==> config.mk <==
export PLATFORM = sky130hd
export DESIGN_NAME = bsxd_decoder
export DESIGN_NICKNAME = d
export VERILOG_FILES = /design/src/rtl/bsxd_pkg.sv /design/src/rtl/bsxd_decoder.sv
export VERILOG_INCLUDE_DIRS = /design/src /design/src/rtl
export SDC_FILE = /design/constraint.sdc
export NUM_CORES = 1
export LEC_CHECK = 0
export BUFFER_PORTS_ARGS = -buffer_cell sky130_fd_sc_hd__buf_2
export CORE_UTILIZATION = 54
export CTS_CLUSTER_DIAMETER = 80
export CTS_CLUSTER_SIZE = 8
export DETAILED_ROUTE_END_ITERATION = 8
export GPL_ROUTABILITY_DRIVEN = 0
export PLACE_DENSITY = 0.91
export SLEW_MARGIN = 20
export SYNTH_ARGS = -nofsm -noshare
export SYNTH_HDL_FRONTEND = slang
export SYNTH_SLANG_ARGS = --single-unit
==> constraint.sdc <==
create_clock -name clk_sys -period 3 [get_ports clk_sys]
set_input_delay 0.15 -clock clk_sys [delete_from_list [all_inputs] [get_ports clk_sys]]
set_output_delay 0.15 -clock clk_sys [all_outputs]
set_load 0.03 [all_outputs]
==> src/rtl/bsxd_defs.svh <==
// Constants for the bit-skip and extended-operation decoder
`ifndef BSXD_DEFS_SVH
`define BSXD_DEFS_SVH
`define BSXD_OP_SKIP_CLR    4'h b
`define BSXD_OP_SKIP_SET    4'h a
`define BSXD_OP_PTR_ADD     8'h e8
`define BSXD_OP_PTR_SUB     8'h e9
`define BSXD_OP_PUSH_LIT    8'h ea
`define BSXD_OP_STACK_MOVE  8'h eb
`define BSXD_OP_SECOND_WORD 4'h f
`define BSXD_OP_CALL_WORKING_REGISTER   16'h0014
`define BSXD_PTR_TWO        2'h3
`define BSXD_INDEX_LIMIT    8'h5f
`define BSXD_TIMER_ZERO     12'hfd6
`define BSXD_PORT_BASE      12'hf80
`define BSXD_PORT_LAST      12'hf84
`endif

==> src/rtl/bsxd_pkg.sv <==
// Types for the bit-skip and extended-operation decoder
package bsxd_pkg;
    typedef enum logic [1:0] {
        BSXD_EXEC  = 2'b00,
        BSXD_FLUSH = 2'b01,
        BSXD_FLUSH2 = 2'b11
    } bsxd_state_t;
    typedef enum logic [3:0] {
        BSXD_NONE, BSXD_SKIP_CLR, BSXD_SKIP_SET, BSXD_PTR_ADD, BSXD_PTR_SUB,
        BSXD_ADD_RET, BSXD_SUB_RET, BSXD_CALL_W, BSXD_TO_FILE, BSXD_TO_STACK,
        BSXD_PUSH, BSXD_OPERAND
    } bsxd_op_t;
endpackage

==> src/rtl/bsxd_decoder.sv <==
// Bit-test skip and extended instruction decoder and sequencer
//
// Functional notes
// (RULE1) Taken tests and jumps cost two cycles
// (RULE2) Lone second word executes as no-op
// (RULE3) Port read-modify-write uses pin values
// (RULE4) Timer zero writes clear its prescaler
// (RULE5) Pattern 1011 skips when bit clear
// (RULE6) Pattern 1010 skips when bit set
// (RULE7) Taken skip discards prefetched instruction
// (RULE8) Skipping two-word instruction costs three cycles
// (RULE9) Bank bit zero picks access bank
// (RULE10) Bank bit one uses bank select
// (RULE11) Extended access below 96 uses indexing
// (RULE12) Eight extended opcodes, enabled by configuration
// (RULE13) Pointer add/sub literal, one cycle
// (RULE14) Pointer two variant returns, two cycles
// (RULE15) Call via working register, two cycles
// (RULE16) Stack moves to file or stack
// (RULE17) Push literal then decrement pointer two
// (RULE18) Extended enable held static
`include "bsxd_defs.svh"
`timescale 1ns/10ps
`default_nettype none
module bsxd_decoder (
    input  wire logic        clk_sys,
    input  wire logic        rst,
    input  wire logic        clkEn,
    input  wire logic        extendedSetCfg,
    input  wire logic [15:0] instrWord,
    input  wire logic        instrValid,
    input  wire logic [7:0]  fileData,
    input  wire logic [7:0]  pinData,
    input  wire logic [3:0]  bankSelect,
    input  wire logic [7:0]  workingReg,
    input  wire logic [11:0] pointerTwo,
    input  wire logic        prescalerOnTimer,
    input  wire logic        rmwDestFile,
    output logic [11:0] fileAddr,
    output logic        useIndexed,
    output logic        operandFromPins,
    output logic        clearPrescaler,
    output logic        skipTaken,
    output logic        nopCycle,
    output logic        pointerWrite,
    output logic [1:0]  pointerSel,
    output logic [6:0]  pointerDelta,
    output logic        pointerDecrement,
    output logic        returnReq,
    output logic        callReq,
    output logic [7:0]  callLow,
    output logic        pushWrite,
    output logic [7:0]  pushData,
    output logic        moveReq,
    output logic        moveToStack,
    output logic [6:0]  moveSrcOffset,
    output logic [11:0] moveDst,
    output logic        illegalExt
);

    // ***************************************************
    // Decode
    // ***************************************************

    // Configuration caught at reset release and then frozen
    logic extEn;
    logic cfgLoaded;
    bsxd_pkg::bsxd_state_t state;
    logic        movePending;
    logic [6:0]  pendSrc;
    logic        pendToStack;

    function automatic logic [11:0] bsxd_bank_addr(input logic a, input logic [7:0] f,
                                                   input logic [3:0] bank_select_register);
        // Access bank splits low RAM from the upper special registers
        if (a)
            bsxd_bank_addr = {bank_select_register, f}; // RULE10
        else if (f >= 8'h60)
            bsxd_bank_addr = {4'hf, f}; // RULE9
        else
            bsxd_bank_addr = {4'h0, f}; // RULE9
    endfunction

    wire logic [3:0] opHi   = instrWord[15:12];
    wire logic [7:0] opByte = instrWord[15:8];
    wire logic [2:0] bitIdx = instrWord[11:9];
    wire logic       bankBit = instrWord[8];
    wire logic [7:0] fAddr  = instrWord[7:0];
    wire logic       isClr  = (opHi == `BSXD_OP_SKIP_CLR); // RULE5
    wire logic       isSet  = (opHi == `BSXD_OP_SKIP_SET); // RULE6
    wire logic       isTest = isClr | isSet;
    wire logic       idx    = extEn & ~bankBit & (fAddr <= `BSXD_INDEX_LIMIT); // RULE11
    wire logic [11:0] testAddr = idx ? (pointerTwo + {4'h0, fAddr}) : bsxd_bank_addr(bankBit, fAddr, bankSelect);
    wire logic       testBit = fileData[bitIdx];
    wire logic       takeSkip = (isClr & ~testBit) | (isSet & testBit); // RULE5 RULE6
    wire logic       isPAdd = extEn & (opByte == `BSXD_OP_PTR_ADD); // RULE12 RULE13
    wire logic       isPSub = extEn & (opByte == `BSXD_OP_PTR_SUB); // RULE13
    wire logic       isRet  = (isPAdd | isPSub) & (instrWord[7:6] == `BSXD_PTR_TWO); // RULE14
    wire logic       isCall = extEn & (instrWord == `BSXD_OP_CALL_WORKING_REGISTER); // RULE15
    wire logic       isPush = extEn & (opByte == `BSXD_OP_PUSH_LIT); // RULE17
    wire logic       isMove = extEn & (opByte == `BSXD_OP_STACK_MOVE); // RULE16
    wire logic       isTwoWord = (opHi == 4'hc) | (opByte == 8'hee) | (opByte == 8'heb) | (opHi == 4'he
                                 && instrWord[11:9] == 3'b110);
    wire logic       isSecond = (opHi == `BSXD_OP_SECOND_WORD);
    wire logic       extUnused = ~extEn & (opByte >= 8'he8) & (opByte <= 8'heb);
    wire logic       portHit = (testAddr >= `BSXD_PORT_BASE) && (testAddr <= `BSXD_PORT_LAST);
    wire logic       timerHit = (testAddr == `BSXD_TIMER_ZERO);
    wire logic       live = instrValid & (state == bsxd_pkg::BSXD_EXEC) & cfgLoaded;
    wire logic       byteOp = ~isTest & (opHi[3:2] != 2'b11) & (opHi != 4'h0);

    // Next state: flush one or two slots after taken skip or flow change
    bsxd_pkg::bsxd_state_t next_state;
    always_comb begin
        next_state = state;
        case (state)
            bsxd_pkg::BSXD_EXEC: begin
                if (live && isTest && takeSkip)
                    next_state = bsxd_pkg::BSXD_FLUSH; // RULE7
                else if (live && (isRet || isCall))
                    next_state = bsxd_pkg::BSXD_FLUSH; // RULE1 RULE14 RULE15
            end
            bsxd_pkg::BSXD_FLUSH: begin
                if (instrValid && isTwoWord && skipTaken)
                    next_state = bsxd_pkg::BSXD_FLUSH2; // RULE8
                else if (instrValid)
                    next_state = bsxd_pkg::BSXD_EXEC;
            end
            bsxd_pkg::BSXD_FLUSH2: begin
                if (instrValid)
                    next_state = bsxd_pkg::BSXD_EXEC;
            end
            default: next_state = bsxd_pkg::BSXD_EXEC;
        endcase
    end

    // ***************************************************
    // State and outputs
    // ***************************************************

    // Sequencer and registered strobes
    always_ff @(posedge clk_sys) begin
        if (rst) begin
            state            <= bsxd_pkg::BSXD_EXEC;
            extEn            <= 1'b0;
            cfgLoaded        <= 1'b0;
            movePending      <= 1'b0;
            pendSrc          <= 7'h00;
            pendToStack      <= 1'b0;
            fileAddr         <= 12'h000;
            useIndexed       <= 1'b0;
            operandFromPins  <= 1'b0;
            clearPrescaler   <= 1'b0;
            skipTaken        <= 1'b0;
            nopCycle         <= 1'b0;
            pointerWrite     <= 1'b0;
            pointerSel       <= 2'b00;
            pointerDelta     <= 7'h00;
            pointerDecrement <= 1'b0;
            returnReq        <= 1'b0;
            callReq          <= 1'b0;
            callLow          <= 8'h00;
            pushWrite        <= 1'b0;
            pushData         <= 8'h00;
            moveReq          <= 1'b0;
            moveToStack      <= 1'b0;
            moveSrcOffset    <= 7'h00;
            moveDst          <= 12'h000;
            illegalExt       <= 1'b0;
        end else if (clkEn) begin
            if (!cfgLoaded) begin
                extEn     <= extendedSetCfg; // RULE18
                cfgLoaded <= 1'b1;
            end
            state            <= next_state;
            fileAddr         <= testAddr;
            useIndexed       <= live & isTest & idx; // RULE11
            operandFromPins  <= live & portHit & (isTest | byteOp); // RULE3
            clearPrescaler   <= live & byteOp & timerHit & rmwDestFile & prescalerOnTimer; // RULE4
            skipTaken        <= live & isTest & takeSkip; // RULE7
            // Flushed slots and orphan second words run as no-ops
            nopCycle         <= (state != bsxd_pkg::BSXD_EXEC) | (live & isSecond & ~movePending); // RULE1 RULE2
            pointerWrite     <= live & (isPAdd | isPSub | isPush); // RULE13 RULE17
            pointerSel       <= isPush ? `BSXD_PTR_TWO : instrWord[7:6];
            pointerDelta     <= isPush ? 7'h01 : {1'b0, instrWord[5:0]};
            pointerDecrement <= isPSub | isPush; // RULE17
            returnReq        <= live & isRet; // RULE14
            callReq          <= live & isCall; // RULE15
            callLow          <= workingReg;
            pushWrite        <= live & isPush; // RULE17
            pushData         <= fAddr;
            illegalExt       <= live & extUnused;
            // Stack move collects its second word as operand
            moveReq          <= 1'b0;
            if (live && isMove) begin
                movePending <= 1'b1; // RULE16
                pendSrc     <= instrWord[6:0];
                pendToStack <= instrWord[7];
            end else if (live && movePending) begin
                movePending   <= 1'b0; // RULE2
                moveReq       <= isSecond;
                moveToStack   <= pendToStack; // RULE16
                moveSrcOffset <= pendSrc;
                moveDst       <= pendToStack ? {5'h00, instrWord[6:0]} : instrWord[11:0];
            end
        end
    end
endmodule
`default_nettype wire

# Word level (Yosys, flattened, before mapping)
# Index checks and enable logic that the tools add are counted.
[totals]
n_memories = 0
ramBits = 0
input_bits = 63
latch_bits = 0
ff_bits = 82
wordCells = 137
out_inout_bits = 69
mem_bits_ro = 0
[op_classes]
mux = 17
shift = 0
n_div = 0
eq_ne = 18
order_cmp = 7
multipliers = 0
n_bitwise = 49
n_addsub = 1
n_reduce_logical = 19
[ops]
columns = ["op", "n"]
rows = [
  ["12-bit 2-to-1 mux", 4],
  ["8-bit == test, second input constant", 5],
  ["1-bit bitwise AND", 32],
  ["4-bit == test, second input constant", 5],
  ["16-bit by 5-bit == test with 1-bit output, second input constant", 1],
  ["12-bit by 8-bit adder with 12-bit output", 1],
  ["12-bit == test, second input constant", 1],
  ["12-bit >= comparator, second input constant", 1],
  ["12-bit <= comparator, second input constant", 1],
  ["2-bit 2-to-1 mux", 5],
  ["1-bit bitwise OR", 10],
  ["1-bit logical AND", 9],
  ["8-bit by 7-bit >= comparator with 1-bit output, second input constant", 1],
  ["8-bit >= comparator, second input constant", 1],
  ["8-bit by 7-bit <= comparator with 1-bit output, second input constant", 1],
  ["8-bit <= comparator, second input constant", 1],
  ["2-bit AND reduction", 4],
  ["1-bit inverter", 7],
  ["6-bit 2-to-1 mux", 1],
  ["2-bit case mux with 3 select lines", 1],
  ["1-bit 2-to-1 mux", 5],
  ["2-bit == test, second input constant", 2],
  ["3-bit by 4-bit less-than comparator with 1-bit output, second input constant", 1],
  ["2-bit nonzero test", 2],
  ["other kinds (9)", 9],
]

# Logic depth before layout (Yosys ltp)
# Gate-level depths: netlist (run 1).
[depth]
word_depth = 9
mapped_depth = 9
ltp_nobuf = 9

# Worst setup path before layout (run 1)
# Ideal clock, no wire load.
[synth_timing]
path_kind = "in2reg"
startpoint = "input instrWord[0]"
endpoint = "register operandFromPins"
t_arrival_ns = 1.957
path_slack_ns = 0.927
path_stages = 9
n_path_buf = 0
setup_ns = 0.117
cell_sequence = "ha_1 -> fa_1 -> a21oi_1 -> o22ai_1 -> o211a_1 -> a311o_1 -> nand4_1 -> nor4b_2 -> a22o_1"
[synth_via]
elab_chain_len = 8
elab_cells_between_ends = 12
cone_classes = "add/sub (1); order compare (4); mux (3); bitwise (3); reduce/logical (1)"
[synth_lines]
columns = ["item", "line", "source"]
rows = [
  ["from (decl)", "bsxd_decoder.sv:30", "input wire logic [15:0] instrWord,"],
  ["8-bit by 7-bit >= comparator with 1-bit output", "bsxd_decoder.sv:78", "else if (f >= 8'h60)"],
  ["12-bit 2-to-1 mux", "bsxd_decoder.sv:78", ""],
  ["12-bit 2-to-1 mux", "bsxd_decoder.sv:76", "if (a)"],
  ["12-bit 2-to-1 mux *", "bsxd_decoder.sv:93", "wire logic [11:0] testAddr = idx ? (pointerTwo + {4'h0, fAddr}) : bsxd_bank_addr(bankBit, fAddr, bankSelect);"],
  ["12-bit >= comparator (no line) or 12-bit <= comparator (tied branches)", "--", ""],
  ["1-bit logical AND *", "bsxd_decoder.sv:106", "wire logic portHit = (testAddr >= `BSXD_PORT_BASE) && (testAddr <= `BSXD_PORT_LAST);"],
  ["1-bit bitwise AND * (2 in series)", "bsxd_decoder.sv:177", "operandFromPins <= live & portHit & (isTest | byteOp);"],
  ["to (signal assigned)", "bsxd_decoder.sv:177", ""],
  ["to (decl)", "bsxd_decoder.sv:41", "output logic operandFromPins,"],
]
# Every way passes the cells marked *; elsewhere a longest branch is shown, timed or not.
# A chain may end at the register's enable or synchronous reset.

# Worst setup path after layout (run 1)
[layout_timing]
startpoint = "register cfgLoaded"
endpoint = "register state[1]"
[layout_via]
elab_chain_len = 5
elab_cells_between_ends = 8
cone_classes = "eq/ne (1); mux (2); bitwise (1); reduce/logical (4)"
[layout_lines]
columns = ["item", "line", "source"]
rows = [
  ["from (decl)", "bsxd_decoder.sv:67", "logic cfgLoaded;"],
  ["from (signal assigned)", "bsxd_decoder.sv:145", "cfgLoaded <= 1'b0;"],
  ["from (signal assigned)", "bsxd_decoder.sv:172", "cfgLoaded <= 1'b1;"],
  ["1-bit bitwise AND *", "bsxd_decoder.sv:108", "wire logic live = instrValid & (state == bsxd_pkg::BSXD_EXEC) & cfgLoaded;"],
  ["1-bit logical AND (2 in series)", "bsxd_decoder.sv:117", "if (live && isTest && takeSkip)"],
  ["2-bit 2-to-1 mux or 3-bit by 1-bit != test with 1-bit output (tied branches)", "--", ""],
  ["2-bit case mux with 3 select lines or 2-bit AND reduction (tied branches)", "--", ""],
  ["to (signal assigned)", "bsxd_decoder.sv:143", "state <= bsxd_pkg::BSXD_EXEC;"],
  ["to (signal assigned)", "bsxd_decoder.sv:174", "state <= next_state;"],
  ["to (decl)", "bsxd_decoder.sv:68", "bsxd_pkg::bsxd_state_t state;"],
]
# Marked as above.

==> impl_metrics.py, run 1 <==
metrics = {
    "critical_path": {
        "critPathKind": "flip-flop to flip-flop",
        "r2r-end": "state[1]",
        "max_stage_delay_ps": 590,
        "endpoint_kind": "flip-flop",
        "r2r_cells": 7,
        "worst-path-buf-inv": 0,
        "crit_fanout": 6,
        "timing.rr.start": "cfgLoaded",
        "arrival_ps": 2680,
        "slowest_stage": "nor4_1",
        "rrSetupSlack_ps": 610,
        "worst_path_most_repeated_cell": "nand2_1",
        "cp_top_family": "simple AND/OR/NAND/NOR gates",
        "worstSetupStartpointType": "flip-flop",
        "required_ps": 3290,
        "worstPathCellList": "nand2_1, nor3_1, nand2_1, nor4_1, a221oi_2, or2_2, a21oi_1",
    },
    "clock_network": {
        "cts_buffers": 9,
        "cts_setup_buffers": 0,
        "htree_levels": 3,
        "ctsResizeCount": 0,
        "cts_root_buf": "clkbuf_8",
        "insertion_delay_ps": 350,
        "clock-sinks": 81,
        "cts_tree": "yes",
        "clk_pin_slew_ps": 80,
        "cts_hold_buf": 0,
        "clk_path_buf_depth": 2,
    },
    "floorplanning": {
        "start_util_pct": 56.4,
        "dieArea_sq_um": 7510,
        "io_pins": 132,
        "die_width_microns": 86.7,
        "core-area_sq_um": 6870,
        "rows": 30,
        "die_h_microns": 86.7,
    },
    "power": {
        "pwr-share-clk_pct": 36.9,
        "powerDensity_nw_per_um2": 514,
        "power_leakage_nw": 2.16,
        "peakVddDrop_mv": 0.370,
        "p_comb_share_pct": 16.8,
        "internal_power_mw": 1.75,
        "finalPower_mw": 2.43,
        "netSwitchingFraction_pct": 28.2,
        "power_frac_seq_pct": 46.4,
        "switchingPower_uw": 687,
    },
    "logic_synthesis": {
        "synth_seq_cells": 81,
        "yosys-top-cells-area": "dfxtp_1 (42%), mux2i_1 (7.0%), nor2_1 (6.6%)",
        "synth_warnings": 0,
        "synth_edf_count": 0,
        "synth_commonest_cells": "dfxtp_1 (81), nor2_1 (68), nand2_1 (62)",
        "mappedNetlistArea_sq_um": 3870,
        "synth_top_area_cell": "dfxtp_1",
        "avgSynthCellArea_sq_um": 8.38,
        "synth_cells": 462,
        "synthDistinctLibCells": 60,
        "synth_fp_nets": 534,
        "synth.most_common_cell": "dfxtp_1",
        "synth_top_flop_cell": "dfxtp_1",
        "ys_seq_area_share_pct": 41.9,
        "synth-async-reset-ratio_pct": 0,
        "yosysTopAreaCellShare_pct": 41.9,
    },
    "global_routing": {
        "grt_pass1_wl_mm": 17.2,
        "grt_overflow": 0,
        "grt_max_degree": 50,
        "grtUsageTotal_pct": 29.7,
        "antenna_found_initial": 0,
        "grt_pass1_vias": 3637,
    },
    "placement": {
        "post-dp-hpwl_mm": 7.72,
        "placed_cell_area_sq_um": 4510,
        "io_buffers": 122,
        "dpl_worst_slack_ps": 490,
    },
    "timing": {
        "setup_violations": 0,
        "clock_skew_ps": 5.16,
        "tns_ps": 0,
        "fin_ws_ps": 608,
        "hold_violations": 0,
        "rsz0062_at_grt": "false",
        "fin_crit_ps": 2390,
        "drv_slew": 0,
        "fmax_mhz": 418,
        "worst-slew-pin-transition_ps": 678,
        "period_share_pct": 79.7,
        "slew_headroom_pct": 54.8,
        "fin_worst_hold_slack_ps": 27.8,
    },
    "route": {
        "wl_per_cell_microns": 16.4,
        "drtPass1Iterations": 6,
        "viasPerCell": 5.89,
        "drtIter0Drc": 431,
        "ant_nets": 0,
        "vias": 3945,
        "routed_wl_mm": 11.0,
        "post-route-drc-count": 0,
    },
    "final_layout": {
        "register_area_sq_um": 1620,
        "nets": 641,
        "final.fill_count": 573,
        "multi_input_area_sq_um": 2100,
        "fin_area_sq_um": 4730,
        "antennaDiodeCount": 0,
        "drive_gt1_share_pct": 26.8,
        "area_growth_pct": 22.3,
    },
    "min_path": {
        "hold_path.class": "input port to flip-flop",
        "hold_path_depth": 3,
        "hp-start": "workingReg[7]",
        "holdPathEnd": "callLow[7]",
    },
    "flow_run": {
        "max_cap_violations": 0,
    },
    "outcome": {
        "status": "finished clean",
    },
}
[worst max path at each step]
stage                             from               to  cells past startpoint
after global placement    instrWord[0]  operandFromPins                     10
after floorplan           instrWord[0]  operandFromPins                      9
final                        cfgLoaded         state[1]                      7
after CTS                    cfgLoaded         state[1]                      7
after global routing         cfgLoaded         state[1]                      7
after detailed placement  instrWord[0]  operandFromPins                     10
[state kept, by name, indices dropped and copies added, names as in the netlist, 2 cells and up]
name	count
callLow	8
state	2
moveDst	12
pendSrc	7
fileAddr	12
pointerDelta	6
pointerSel	2
pushData	8
moveSrcOffset	7
[worst register-to-register path, cell delays in order (launching register included)]
cell and delay, ps:
dfxtp_1 390, nand2_1 110, nor3_1 410, nand2_1 250
nor4_1 590, a221oi_2 130, or2_2 330, a21oi_1 130
[power by group through the flow]
stage	Clock [mW]	Combinational [mW]	Sequential, mW
6_report	0.898	0.408	1.13
2_1_floorplan	0	0.208	1.21
5_1_grt	0.953	0.437	1.13
3_3_place_gp	0	0.387	1.15
3_5_place_dp	0	0.399	1.15
4_1_cts	0.901	0.401	1.13
[cells in the final DEF, fill, tap and decap left out, types with 4 or more instances in the layout]
master / n
a211oi_1: 9
buf_2: 122
xnor2_1: 6
clkbuf_8: 10
nor3_1: 13
nand3b_1: 5
nand2_1: 62
buf_4: 4
nor2_1: 68
inv_1: 5
dfxtp_1: 81
ha_1: 8
and2_1: 4
o21ai_0: 9
nand3_1: 11
a21oi_1: 46
a311oi_1: 4
nor4_1: 5
mux2i_1: 27
nand4_1: 7
[layer usage]
layer	vias up	wire, microns	global-route usage, %
li1	1849	-	-
met1	1831	4570	36.7
met2	216	5150	48.2
met3	49	862	7.62
met4	0	406	14.8
met5	-	0	0
[layout make-up]
class	count	area share, %
flip-flops and latches	81	34.2
repair buffers	126	13.5
clock inverters	6	1.93
multi-input cells	345	44.4
inverters	6	0.476
well taps	96	2.54
clock buffers	10	2.91
[through the flow]
step | instances | util (%)
after detailed placement | 654 | 65.6
after global routing | 670 | 68.9
final | 670 | 68.9
after global placement | 654 | 65.6
after floorplan | 462 | -
after CTS | 670 | 68.9
[logic make-up after synthesis]
kind of cell    Yosys count  share of synthesized area, %
simple gates            194                          23.0
fa+ha+maj                 9                          3.10
other cells               1                        0.0968
compound gates          104                          18.1
buf+inv                  36                          3.88
flops                    81                          41.9
mux                      29                          8.14
xor+xnor                  8                          1.81
Power figures use the tool's default switching activity.
==> inputs of run 2 (changes only) <==
Settings changed: CORE_UTILIZATION 54 to 45, PLACE_DENSITY 0.91 to 0.82.
Clock period 3 ns to 2.1 ns, I/O delays scaled along.
==> impl_metrics.py, run 2 (same netlist as run 1, synthesis figures left out) <==
metrics = {
    "critical_path": {
        "max_stage_delay_ps": 440,
        "slowest_stage": "fa_1",
        "crit_fanout": 3,
        "worst-path-buf-inv": 1,
        "critPathKind": "input port to flip-flop",
        "endpoint_kind": "flip-flop",
        "worstSetupStartpointType": "input port",
        "worstPathCellList": "buf_2, ha_1, fa_1, a21oi_2, o22ai_1, o21ai_2, a311o_1, nand4_1, nor4b_2, a22o_1",
        "arrival_ps": 2270,
        "cp_top_family": "compound AO/OA/AOI/OAI gates",
        "required_ps": 2390,
    },
    "route": {
        "routed_wl_mm": 11.8,
        "drtPass1Iterations": 6,
        "post-route-drc-count": 0,
        "ant_nets": 0,
        "vias": 4091,
        "drtIter0Drc": 426,
        "viasPerCell": 5.71,
        "wl_per_cell_microns": 16.4,
    },
    "clock_network": {
        "insertion_delay_ps": 350,
        "cts_root_buf": "clkbuf_8",
        "cts_buffers": 9,
        "cts_tree": "yes",
        "cts_setup_buffers": 0,
        "clock-sinks": 81,
        "clk_pin_slew_ps": 80,
        "htree_levels": 3,
        "clk_path_buf_depth": 2,
    },
    "timing": {
        "fmax_mhz": 505,
        "setup_violations": 0,
        "fin_crit_ps": 1980,
        "drv_slew": 0,
        "fin_ws_ps": 122,
        "period_share_pct": 94.2,
        "rsz0062_at_grt": "false",
        "hold_violations": 0,
        "worst-slew-pin-transition_ps": 559,
        "fin_worst_hold_slack_ps": 20.6,
        "slew_headroom_pct": 62.7,
        "clock_skew_ps": 8.10,
        "tns_ps": 0,
    },
    "global_routing": {
        "antenna_found_initial": 0,
        "busiest_layer": "met2",
        "grt_max_degree": 58,
        "grt_pass1_vias": 3819,
        "use_met1_pct": 33.3,
        "met2_usage_pct": 44.3,
        "grt_pass1_wl_mm": 18.5,
        "grtUsageTotal_pct": 27.0,
        "grt_overflow": 0,
        "grt_use_met3_pct": 4.99,
    },
    "floorplanning": {
        "core-area_sq_um": 8260,
        "io_pins": 132,
        "dieArea_sq_um": 8980,
        "start_util_pct": 46.9,
        "rows": 33,
        "die_width_microns": 94.8,
        "die_h_microns": 94.8,
    },
    "final_layout": {
        "final_cell_mix": "buf_2 (122), dfxtp_1 (81), nor2_1 (68)",
        "antennaDiodeCount": 0,
        "area_growth_pct": 29.7,
        "nets": 678,
        "final.fill_count": 741,
        "drive_gt1_share_pct": 30.4,
        "final_common_cell": "buf_2",
        "fin_area_sq_um": 5020,
        "reg_top3": "fileAddr: 12 flops, moveDst: 12 flops",
    },
    "power": {
        "peakVddDrop_mv": 0.404,
        "powerDensity_nw_per_um2": 672,
        "internal_power_mw": 2.38,
        "switchingPower_uw": 991,
        "netSwitchingFraction_pct": 29.4,
        "power_frac_seq_pct": 47.8,
        "pwr-share-clk_pct": 32.6,
        "power_leakage_nw": 2.33,
        "p_comb_share_pct": 19.6,
    },
    "placement": {
        "post-dp-hpwl_mm": 8.56,
        "io_buffers": 122,
        "dpl_worst_slack_ps": -269,
        "placed_cell_area_sq_um": 4750,
    },
    "flow_run": {
        "max_cap_violations": 0,
    },
    "outcome": {
        "status": "finished clean",
    },
    "min_path": {
        "hold_path.class": "input port to flip-flop",
    },
}
run 2: cell count changes in the layout (fill, tap and decap cells not counted), sizes merged:
cell | before | now
buf | 126 | 156
bufinv | 2 | 1
clkinv | 5 | 6
dlygate4sd3 | 0 | 7
run 2: metrics by stage:
step	instances	util, %	total power [mW]
CTS	716	60.7	3.37
floorplan	462	-	2.03
global placement	693	57.6	2.26
detailed placement	693	57.6	2.28
finish	716	60.8	3.38
global route	716	60.8	3.49
run 2: metal layers:
| layer | vias up | part of all wire, % |
|---|---|---|
| met2 | 229 | 47 |
| met4 | 0 | 4.3 |
| met5 | - | 0 |
| met1 | 1886 | 41 |
| met3 | 43 | 8.0 |
| li1 | 1933 | - |
run 2: area by class of cell:
type | count | area [sq um] | area share, %
multi-input combinational | 345 | 2110 | 42.1
timing repair buffer | 163 | 948 | 18.9
clock inverter | 6 | 58.8 | 1.17
tap | 105 | 131 | 2.62
inverter | 6 | 22.5 | 0.448
clock buffer | 10 | 128 | 2.54
sequential | 81 | 1620 | 32.3
run 2: repair_timing:
action / CTS / global route
endpoints found under the hold margin: 7 / 0
endpoints found under the setup margin: 0 / 2
resized for setup: 0 / 4
hold buffers: 7 / 0
run 2: power by group through the flow:
stage | Clock [mW] | Sequential (mW) | Combinational (mW)
final | 1.10 | 1.61 | 0.662
after global placement | 0 | 1.64 | 0.613
after global routing | 1.17 | 1.62 | 0.707
after floorplan | 0 | 1.73 | 0.297
after CTS | 1.11 | 1.61 | 0.645
after detailed placement | 0 | 1.65 | 0.631
run 2: worst paths after layout:
path                       start        endpoint  slack, ps  depth (start not counted)
setup / recovery    instrWord[0]  clearPrescaler        120                         10
hold / removal    extendedSetCfg           extEn         20                          3
setup reg to reg           extEn  clearPrescaler        140                          7
hold reg to reg       moveDst[4]      moveDst[4]        460                          2
run 2: worst reg2reg max path: stages (launching register included):
cell       delay, ps
dfxtp_1          370
buf_4            180
nand2_1          140
o2bb2ai_1        200
nor4b_1          320
nand4_1          190
nor4b_2          340
a22o_1           160
